## config.mk

```make
export PLATFORM = sky130hd
export DESIGN_NAME = fault_zone_pwrgd
export DESIGN_NICKNAME = d
export VERILOG_FILES = /design/src/hdl/fault_zone_pkg.sv /design/src/hdl/fault_pin_watch.sv /design/src/hdl/setting_store.sv /design/src/hdl/fault_zone_pwrgd.sv
export SDC_FILE = /design/constraint.sdc
export NUM_CORES = 1
export LEC_CHECK = 0
export ABC_AREA = 1
export BUFFER_PORTS_ARGS = -buffer_cell sky130_fd_sc_hd__buf_4
export CORE_UTILIZATION = 59
export CTS_BUF_LIST = sky130_fd_sc_hd__clkbuf_8
export DETAILED_ROUTE_END_ITERATION = 6
export GPL_TIMING_DRIVEN = 0
export PLACE_DENSITY = 0.83
export SYNTH_ARGS = -nofsm -noshare
export SYNTH_HDL_FRONTEND = slang
export SYNTH_HIERARCHICAL = 1
export SYNTH_SLANG_ARGS = --single-unit
```

## constraint.sdc

```tcl
create_clock -name CLOCK_I -period 2.04 [get_ports CLOCK_I]
set_input_delay 0.306 -clock CLOCK_I [delete_from_list [all_inputs] [get_ports CLOCK_I]]
set_output_delay 0.306 -clock CLOCK_I [all_outputs]
set_load 0.02 [all_outputs]
```

## src/hdl/fault_zone_pkg.sv

```systemverilog
/*
 * Constants for the fault-zone propagation and power-good mapping block:
 * channel and zone geometry, setting widths, masks, reset values, timing.
 * Assumes nothing of its surroundings; shared by every design file.
 */
package fault_zone_pkg;

    localparam int unsigned NUM_CHANNELS    = 8;
    localparam int unsigned CHANS_PER_ZONE  = 4;
    localparam int unsigned NUM_ZONES       = 2;
    localparam int unsigned PAGE_W          = 3;
    localparam int unsigned PROP_W          = 8;
    localparam int unsigned PG_EN_W         = 16;
    localparam int unsigned RESP_W          = 8;

    // fields of the settings
    localparam int unsigned PROP_EN_BIT     = 0;
    localparam int unsigned PG_WDOG_BIT     = 8;
    localparam logic [PROP_W-1:0]  PROP_WR_MASK  = 8'h01;
    localparam logic [PG_EN_W-1:0] PG_EN_WR_MASK = 16'h01FF;
    localparam logic [RESP_W-1:0]  RESP_WR_MASK  = 8'h0F;

    // reset values
    localparam logic [PROP_W-1:0]  PROP_RESET    = 8'h00;
    localparam logic [PG_EN_W-1:0] PG_EN_RESET   = 16'h0000;
    localparam logic [RESP_W-1:0]  RESP_RESET    = 8'h00;

    // setting selectors on the command port
    typedef enum logic [2:0] {
        SEL_PROP_A,
        SEL_PROP_B,
        SEL_PG_EN,
        SEL_RESP_Z0A,
        SEL_RESP_Z0B,
        SEL_RESP_Z1A,
        SEL_RESP_Z1B,
        SEL_NONE
    } setting_sel_t;

    // fault pin deglitch before shutdown
    localparam int unsigned CLOCK_HZ        = 50_000_000;
    localparam int unsigned FAULT_HOLD_NS   = 10_000;
    localparam int unsigned FAULT_HOLD_CYC  =
        (FAULT_HOLD_NS * (CLOCK_HZ / 1_000_000) + 999) / 1000;
    localparam int unsigned HOLD_CNT_W      = 10;

    typedef enum logic [1:0] {
        PIN_IDLE,
        PIN_WAIT,
        PIN_TRIPPED
    } pin_state_t;

    // zone of a channel number
    function automatic logic zone_of(input logic [PAGE_W-1:0] ch);
        return ch[PAGE_W-1];
    endfunction : zone_of

endpackage : fault_zone_pkg

```

## src/hdl/fault_pin_watch.sv

```systemverilog
/*
 * Watches one wired fault pin and reports it tripped once it has stayed
 * low for the hold time; the trip ends as soon as the pin releases.
 * Assumes the pin input is already synchronous to CLOCK_I.
 */
`timescale 1ns/100ps
module fault_pin_watch
    import fault_zone_pkg::*;
(
    // clock and reset
    input  wire logic clk_i,
    input  wire logic rst_i,
    // pin level and result
    input  wire logic pin_low_i,
    output logic      tripped_o
);

    pin_state_t            state;
    pin_state_t            next_state;
    logic [HOLD_CNT_W-1:0] count;
    logic [HOLD_CNT_W-1:0] next_count;

    always_comb begin
        next_state = state;
        next_count = count;
        case (state)
            PIN_IDLE: begin
                next_count = '0;
                if (pin_low_i) begin
                    next_state = PIN_WAIT;
                    next_count = HOLD_CNT_W'(1);
                end
            end
            PIN_WAIT: begin
                if (!pin_low_i) begin
                    next_state = PIN_IDLE;
                end else if (count >= HOLD_CNT_W'(FAULT_HOLD_CYC)) begin
                    next_state = PIN_TRIPPED;
                end else begin
                    next_count = count + HOLD_CNT_W'(1);
                end
            end
            PIN_TRIPPED: begin
                if (!pin_low_i) begin
                    next_state = PIN_IDLE;
                end
            end
            default: next_state = PIN_IDLE;
        endcase
    end

    always_ff @(posedge clk_i) begin
        if (rst_i) begin
            state <= PIN_IDLE;
            count <= '0;
        end else begin
            state <= next_state;
            count <= next_count;
        end
    end

    assign tripped_o = (state == PIN_TRIPPED);

endmodule : fault_pin_watch

```

## src/hdl/setting_store.sv

```systemverilog
/*
 * Per-channel storage of the two propagate settings, one enable bit per
 * channel each; only the enable bit of the write data is kept.
 * Assumes one write at most per cycle from the parent.
 */
`timescale 1ns/100ps
module setting_store
    import fault_zone_pkg::*;
(
    // clock and reset
    input  wire logic                    clk_i,
    input  wire logic                    rst_i,
    // write port
    input  wire logic                    wr_prop_a_i,
    input  wire logic                    wr_prop_b_i,
    input  wire logic [PAGE_W-1:0]       page_i,
    input  wire logic [PROP_W-1:0]       wdata_i,
    // stored enable bits, one per channel
    output logic      [NUM_CHANNELS-1:0] prop_a_o,
    output logic      [NUM_CHANNELS-1:0] prop_b_o
);

    logic [NUM_CHANNELS-1:0] next_prop_a;
    logic [NUM_CHANNELS-1:0] next_prop_b;

    always_comb begin
        next_prop_a = prop_a_o;
        next_prop_b = prop_b_o;
        if (wr_prop_a_i) begin
            next_prop_a[page_i] = wdata_i[PROP_EN_BIT];
        end
        if (wr_prop_b_i) begin
            next_prop_b[page_i] = wdata_i[PROP_EN_BIT];
        end
    end

    always_ff @(posedge clk_i) begin
        if (rst_i) begin
            prop_a_o <= '0;
            prop_b_o <= '0;
        end else begin
            prop_a_o <= next_prop_a;
            prop_b_o <= next_prop_b;
        end
    end

endmodule : setting_store

```

## src/hdl/fault_zone_pwrgd.sv

```systemverilog
/*
 * Fault-zone propagation and power-good mapping for eight channels.
 * Drives the four open-drain zone fault pins from faulted-off channels,
 * watches the same pins to request channel shutdown, and combines
 * enabled power-good sources into the power-good pin.
 * Assumes settings arrive as decoded command writes/reads with a page,
 * and that channel status and watchdog inputs are synchronous.
 */
// Behaviour
// - pages zero to three propagate only to the two zone 0 pins
// - pages four to seven propagate only to the two zone 1 pins
// - zone 0 first setting bit 0 sends fault to zone 0 pin a
// - zone 1 first setting bit 0 sends fault to zone 1 pin a
// - zone 0 second setting bit 0 sends fault to zone 0 pin b
// - zone 1 second setting bit 0 sends fault to zone 1 pin b
// - propagate bits seven to one ignored on write, read zero
// - response zero: channel keeps running when its zone pin low
// - enabled channel power-good status is ANDed into power-good pin
// - disabled channel has no influence on power-good pin
// - enable bit eight ANDs watchdog not-expired into power-good
// - enable bit eight zero: watchdog ignored for power-good
// - power-good enable bits fifteen to nine read zero
// - odd channel in high-res mode never counts toward power-good
// - response one: shut down after pin low 10us, restart on release
`timescale 1ns/100ps
module fault_zone_pwrgd
    import fault_zone_pkg::*;
(
    // clock and reset
    input  wire logic                          CLOCK_I,
    input  wire logic                          RST_I,
    // settings command port
    input  wire logic                          CMD_WRITE_I,
    input  wire logic                          CMD_READ_I,
    input  wire fault_zone_pkg::setting_sel_t  CMD_SEL_I,
    input  wire logic [fault_zone_pkg::PAGE_W-1:0]  CMD_PAGE_I,
    input  wire logic [fault_zone_pkg::PG_EN_W-1:0] CMD_WDATA_I,
    output logic      [fault_zone_pkg::PG_EN_W-1:0] CMD_RDATA_O,
    output logic                               CMD_RVALID_O,
    // channel status
    input  wire logic [fault_zone_pkg::NUM_CHANNELS-1:0] CHAN_FAULTED_OFF_I,
    input  wire logic [fault_zone_pkg::NUM_CHANNELS-1:0] CHAN_PWRGD_I,
    input  wire logic [fault_zone_pkg::NUM_CHANNELS-1:0] CHAN_HIRES_I,
    input  wire logic                          WDOG_NOT_EXPIRED_I,
    // shutdown request to channel sequencers, clears on pin release
    output logic [fault_zone_pkg::NUM_CHANNELS-1:0] CHAN_SHUTDOWN_O,
    // zone fault pins, open drain
    input  wire logic                          ZONE0_FAULT_PIN_A_I,
    output logic                               ZONE0_FAULT_PIN_A_O,
    output logic                               ZONE0_FAULT_PIN_A_OE_O,
    input  wire logic                          ZONE0_FAULT_PIN_B_I,
    output logic                               ZONE0_FAULT_PIN_B_O,
    output logic                               ZONE0_FAULT_PIN_B_OE_O,
    input  wire logic                          ZONE1_FAULT_PIN_A_I,
    output logic                               ZONE1_FAULT_PIN_A_O,
    output logic                               ZONE1_FAULT_PIN_A_OE_O,
    input  wire logic                          ZONE1_FAULT_PIN_B_I,
    output logic                               ZONE1_FAULT_PIN_B_O,
    output logic                               ZONE1_FAULT_PIN_B_OE_O,
    // power-good pin, active high level
    output logic                               PWRGD_O
);

    import fault_zone_pkg::*;

    localparam int unsigned NUM_PINS = NUM_ZONES * 2;

    logic [NUM_CHANNELS-1:0] propagate_to_pin_a;
    logic [NUM_CHANNELS-1:0] propagate_to_pin_b;
    logic [PG_EN_W-1:0]      power_good_source_enable;
    logic [PG_EN_W-1:0]      next_pg_en;
    logic [RESP_W-1:0]       fault_pin_response [NUM_PINS];
    logic [RESP_W-1:0]       next_resp [NUM_PINS];
    logic [PG_EN_W-1:0]      rdata;
    logic [PG_EN_W-1:0]      next_rdata;
    logic                    rvalid;
    logic                    next_rvalid;
    logic [NUM_PINS-1:0]     drive_low;
    logic [NUM_PINS-1:0]     next_drive_low;
    logic [NUM_CHANNELS-1:0] shutdown;
    logic [NUM_CHANNELS-1:0] next_shutdown;
    logic                    pwrgd;
    logic                    next_pwrgd;
    logic [NUM_PINS-1:0]     pin_low;
    logic [NUM_PINS-1:0]     pin_tripped;
    logic                    wr_prop_a;
    logic                    wr_prop_b;

    // pin order: zone0 a, zone0 b, zone1 a, zone1 b
    assign pin_low = {~ZONE1_FAULT_PIN_B_I, ~ZONE1_FAULT_PIN_A_I,
                      ~ZONE0_FAULT_PIN_B_I, ~ZONE0_FAULT_PIN_A_I};

    assign wr_prop_a = CMD_WRITE_I && (CMD_SEL_I == SEL_PROP_A);
    assign wr_prop_b = CMD_WRITE_I && (CMD_SEL_I == SEL_PROP_B);

    setting_store u_store (
        .clk_i    (CLOCK_I),
        .rst_i    (RST_I),
        .wr_prop_a_i (wr_prop_a),
        .wr_prop_b_i (wr_prop_b),
        .page_i   (CMD_PAGE_I),
        .wdata_i  (CMD_WDATA_I[PROP_W-1:0]),
        .prop_a_o (propagate_to_pin_a),
        .prop_b_o (propagate_to_pin_b)
    );

    genvar gp;
    generate
        for (gp = 0; gp < NUM_PINS; gp++) begin : g_watch
            fault_pin_watch u_watch (
                .clk_i     (CLOCK_I),
                .rst_i     (RST_I),
                .pin_low_i (pin_low[gp]),
                .tripped_o (pin_tripped[gp])
            );
        end
    endgenerate

    // settings and read-back
    always_comb begin
        next_pg_en  = power_good_source_enable;
        next_resp   = fault_pin_response;
        next_rvalid = CMD_READ_I;
        next_rdata  = rdata;
        if (CMD_WRITE_I) begin
            case (CMD_SEL_I)
                SEL_PG_EN:    next_pg_en = CMD_WDATA_I & PG_EN_WR_MASK;
                SEL_RESP_Z0A: next_resp[0] =
                    CMD_WDATA_I[RESP_W-1:0] & RESP_WR_MASK;
                SEL_RESP_Z0B: next_resp[1] =
                    CMD_WDATA_I[RESP_W-1:0] & RESP_WR_MASK;
                SEL_RESP_Z1A: next_resp[2] =
                    CMD_WDATA_I[RESP_W-1:0] & RESP_WR_MASK;
                SEL_RESP_Z1B: next_resp[3] =
                    CMD_WDATA_I[RESP_W-1:0] & RESP_WR_MASK;
                default: ;
            endcase
        end
        if (CMD_READ_I) begin
            case (CMD_SEL_I)
                SEL_PROP_A: next_rdata = PG_EN_W'(
                    propagate_to_pin_a[CMD_PAGE_I]);
                SEL_PROP_B: next_rdata = PG_EN_W'(
                    propagate_to_pin_b[CMD_PAGE_I]);
                SEL_PG_EN:  next_rdata =
                    power_good_source_enable & PG_EN_WR_MASK;
                SEL_RESP_Z0A: next_rdata = PG_EN_W'(fault_pin_response[0]);
                SEL_RESP_Z0B: next_rdata = PG_EN_W'(fault_pin_response[1]);
                SEL_RESP_Z1A: next_rdata = PG_EN_W'(fault_pin_response[2]);
                SEL_RESP_Z1B: next_rdata = PG_EN_W'(fault_pin_response[3]);
                default:    next_rdata = '0;
            endcase
        end
    end

    // fault propagation, shutdown and power-good
    always_comb begin
        logic       z;
        logic [1:0] base;
        z              = 1'b0;
        base           = 2'h0;
        next_drive_low = '0;
        next_shutdown  = '0;
        next_pwrgd     = 1'b1;
        for (int c = 0; c < NUM_CHANNELS; c++) begin
            // zone picks the pin pair
            z    = zone_of(PAGE_W'(c));
            base = {z, 1'b0};
            if (CHAN_FAULTED_OFF_I[c]) begin
                if (propagate_to_pin_a[c]) begin
                    next_drive_low[base] = 1'b1;
                end
                if (propagate_to_pin_b[c]) begin
                    next_drive_low[base + 2'h1] = 1'b1;
                end
            end
            // a clear response bit leaves the channel running
            if ((fault_pin_response[base][c % CHANS_PER_ZONE]
                    && pin_tripped[base])
                || (fault_pin_response[base + 2'd1][c % CHANS_PER_ZONE]
                    && pin_tripped[base + 2'd1])) begin
                next_shutdown[c] = 1'b1;
            end
            if (power_good_source_enable[c]
                && !((c % 2 == 1) && CHAN_HIRES_I[c])) begin
                next_pwrgd = next_pwrgd & CHAN_PWRGD_I[c];
            end
        end
        if (power_good_source_enable[PG_WDOG_BIT]) begin
            next_pwrgd = next_pwrgd & WDOG_NOT_EXPIRED_I;
        end
    end

    always_ff @(posedge CLOCK_I) begin
        if (RST_I) begin
            power_good_source_enable <= PG_EN_RESET;
            for (int p = 0; p < NUM_PINS; p++) begin
                fault_pin_response[p] <= RESP_RESET;
            end
            rdata     <= '0;
            rvalid    <= 1'b0;
            drive_low <= '0;
            shutdown  <= '0;
            pwrgd     <= 1'b0;
        end else begin
            power_good_source_enable <= next_pg_en;
            fault_pin_response       <= next_resp;
            rdata     <= next_rdata;
            rvalid    <= next_rvalid;
            drive_low <= next_drive_low;
            shutdown  <= next_shutdown;
            pwrgd     <= next_pwrgd;
        end
    end

    // open drain: output always low, enable only when pulling
    assign ZONE0_FAULT_PIN_A_O    = 1'b0;
    assign ZONE0_FAULT_PIN_B_O    = 1'b0;
    assign ZONE1_FAULT_PIN_A_O    = 1'b0;
    assign ZONE1_FAULT_PIN_B_O    = 1'b0;
    assign ZONE0_FAULT_PIN_A_OE_O = drive_low[0];
    assign ZONE0_FAULT_PIN_B_OE_O = drive_low[1];
    assign ZONE1_FAULT_PIN_A_OE_O = drive_low[2];
    assign ZONE1_FAULT_PIN_B_OE_O = drive_low[3];

    assign CHAN_SHUTDOWN_O = shutdown;
    assign PWRGD_O         = pwrgd;
    assign CMD_RDATA_O     = rdata;
    assign CMD_RVALID_O    = rvalid;

endmodule : fault_zone_pwrgd

```

==> out/metrics.cfg <==
[run_status]
outcome = completed

[setup_path]
cp-endpoint = u_store/prop_b_o[7]
cp.arrival_ns = 1.99
worstSetupPathType = in2reg
crit_start = CMD_WRITE_I
rr_worst_depth = 6
cp_top_family = buffers and inverters
reg2reg_slack_ns = 0.72
crit_path_start_kind = input pin
path_cells = clkbuf_1 > clkbuf_1 > inv_1 > nor4_1 > buf_2 > inv_1 > nor2_1 > nand2_1 > nand2_1 > nor2_1
critPathMaxFanout = 10
cpMaxStageDelayCell = clkbuf_1
cp-end-kind = flop
reg2reg_to = g_watch[3].u_watch/count[7]
critPathMaxStageDelay_ns = 0.42
cp_num_cells = 10
cp.required_ns = 2.32
r2r_start = g_watch[3].u_watch/count[2]
path_buf_inv = 5

[place]
place_congestion = 0.863
port_buffers = 63
post_dp_cell_area_um2 = 6480
hpwl_um = 9860

[logic_synthesis]
yosysSeqAreaShare_pct = 38.6
synth_edf_count = 0
synthMostInstantiatedCell = nand2_1
synth_seq_cells = 112
avgSynthCellArea_um2 = 6.76
synth_common_cells = nand2_1 (189), inv_1 (141), dfxtp_1 (112), nor2_1 (109), nand3_1 (66)
yosysUniqueCellTypes = 35
yosysWarnings = 6
yosys.area.top_type = dfxtp_1
synth_area_um2 = 5810
synth_top_area_share_pct = 38.6
synthTopCellsByArea = dfxtp_1 (39%), nand2_1 (12%), inv_1 (9.1%)
syn_inst = 860
async_reset_ff_share_pct = 0
ys.flop_type = dfxtp_1

[cells_and_area]
areaGrowthSynthToFinish_pct = 15.3
final-seq-area_um2 = 2240
n_antenna_cell = 0
stdcell_area_um2 = 6700
fin_nets = 1007
drive_above_1_share_pct = 15.2
fin_util_pct = 71.5
multi_input_area_um2 = 2860
fillCellCount = 821

[floorplan]
design.core.area_um2 = 9370
die_h_um = 101
rows = 35
start_util_pct = 62.0
die_x_um = 101
die_area_um2 = 10200
io_pins = 89

[sta]
tns_ns = 0
max_freq_mhz = 586
rsz0062_at_grt = no
setup_viol = 0
fin_crit_ns = 1.71
tightestPinTransition_ns = 0.631
slew_viol_final = 0
fin_crit_sh_pct = 83.6
fin_skew_ns = 0.0131
slew_headroom_pct = 57.9
finalHoldViolations = 0

[clocking]
clkSinkCount = 112
hold_buffers = 0
clockRootBuffer = clkbuf_8
post_cts_buffers = 0
h-tree-depth = 3
clock_latency_ns = 0.37
cts_buffers = 9
cts.clk_slew.worst_paths_ns = 0.11
cts_buffer_depth = 2
cts_tree = built
cts_resized = 0

[route]
drt_first_pass_iters = 5
vias_per_cell = 5.24
vias = 5652
drtAntennaViolNets = 0
wl_per_cell_um = 12.0
detailedRoute.firstIterationViolations = 281
wl_um = 12900
drc = 0

[global_route]
grt_pass1_vias = 5142
antenna_found_initial = 0
grt_pass1_wl_um = 21800
track_usage_pct = 26.2
overflow = 0
grt_max_degree = 19

[power_and_ir_drop]
p_leak_uw = 0.00297
pwr-share-comb_pct = 12.5
power.density_nw_per_um2 = 633
p_total_uw = 4240
p_int_uw = 3130
seqPwrFrac_pct = 53.5
swShare_pct = 26.3
irDropWorstVdd_v = 0.000382
power.switching_uw = 1120
clkPwrFrac_pct = 33.9

[flow_run]
drv_cap = 0

[hold_path]
hold_path.class = in2reg

## flip-flops by register name, indices dropped and copies added, names as in the netlist, 8 cells and up
name	cells
u_store/prop_b_o	8
CHAN_SHUTDOWN_O	8
g_watch.u_watch/state	8
u_store/prop_a_o	8
g_watch.u_watch/count	40
power_good_source_enable	9
fault_pin_response	16
CMD_RDATA_O	9
## tightest hold or removal path, delay by kind of cell
kind,cells,cell delay (ns)
buffers and inverters,1,0.08
AOI/OAI and AO/OA,1,0.05
and+or+nand+nor,1,0.07
## cell usage in the layout, fill, tap and decap left out, drive strengths merged, types with 12 or more instances in the layout
cell type	count
nand2	208
nand4	21
buf	85
a21oi	66
clkbuf	16
dfxtp	112
nand3	70
inv	149
o21ai	48
nor2	119
o22ai	12
## routing by layer
layer  global-route usage (%)  up-vias  part of all wire, %
met5                        0        -                    0
met4                     8.81        0                  1.5
met2                     46.5      185                   49
li1                         -     2881                    -
met3                     4.21       22                  5.9
met1                     32.3     2564                   44
## cell type report
class / instances / area share (%)
multi-input combinational: 583 / 42.7
sequential: 112 / 33.5
inverter: 146 / 8.18
timing repair buffer: 63 / 7.06
buffer: 29 / 2.90
tap: 129 / 2.41
clock buffer: 9 / 1.85
clock inverter: 7 / 1.40
## kinds of logic (layout without fill, tap and decap cells)
logic type / Yosys count / after routing / share of synthesized area (%)
simple gates: 431 / 431 / 34.6
compound gates: 133 / 133 / 12.3
other cells: 1 / 11 / 0.0646
flops: 112 / 112 / 38.6
buf+inv: 175 / 254 / 12.8
fa+ha+maj: 8 / 8 / 1.72
## stage by stage
| stage | setup WS [ns] | std cells | hold slack (ns) |
|---|---|---|---|
| after floorplan | 0.326 | 870 | 0.375 |
| after global placement | 0.00201 | 1062 | 0.429 |
| after detailed placement | 0.00201 | 1062 | 0.433 |
| after CTS | 0.395 | 1078 | 0.160 |
| after global routing | 0.171 | 1078 | 0.182 |
| final | 0.334 | 1078 | 0.162 |
## worst min path at each step
stage / end / startpoint / slack, ns / depth (start not counted)
floorplan: g_watch[0].u_watch/count[0] / RST_I / 0.38 / 1
global placement: g_watch[1].u_watch/count[9] / g_watch[1].u_watch/count[9] / 0.43 / 2
detailed placement: g_watch[2].u_watch/count[9] / g_watch[2].u_watch/count[9] / 0.43 / 2
CTS: power_good_source_enable[7] / CMD_WDATA_I[7] / 0.16 / 3
global route: power_good_source_enable[6] / CMD_WDATA_I[6] / 0.18 / 3
finish: power_good_source_enable[4] / CMD_WDATA_I[4] / 0.16 / 3
## power groups by stage
stage / registers [µW] / clock network (µW) / logic, µW
after floorplan: 2330 / 0 / 341
after global placement: 2320 / 0 / 509
after detailed placement: 2320 / 0 / 524
after CTS: 2270 / 1470 / 528
after global routing: 2280 / 1540 / 592
final: 2270 / 1440 / 531
Power figures use the tool's default switching activity.
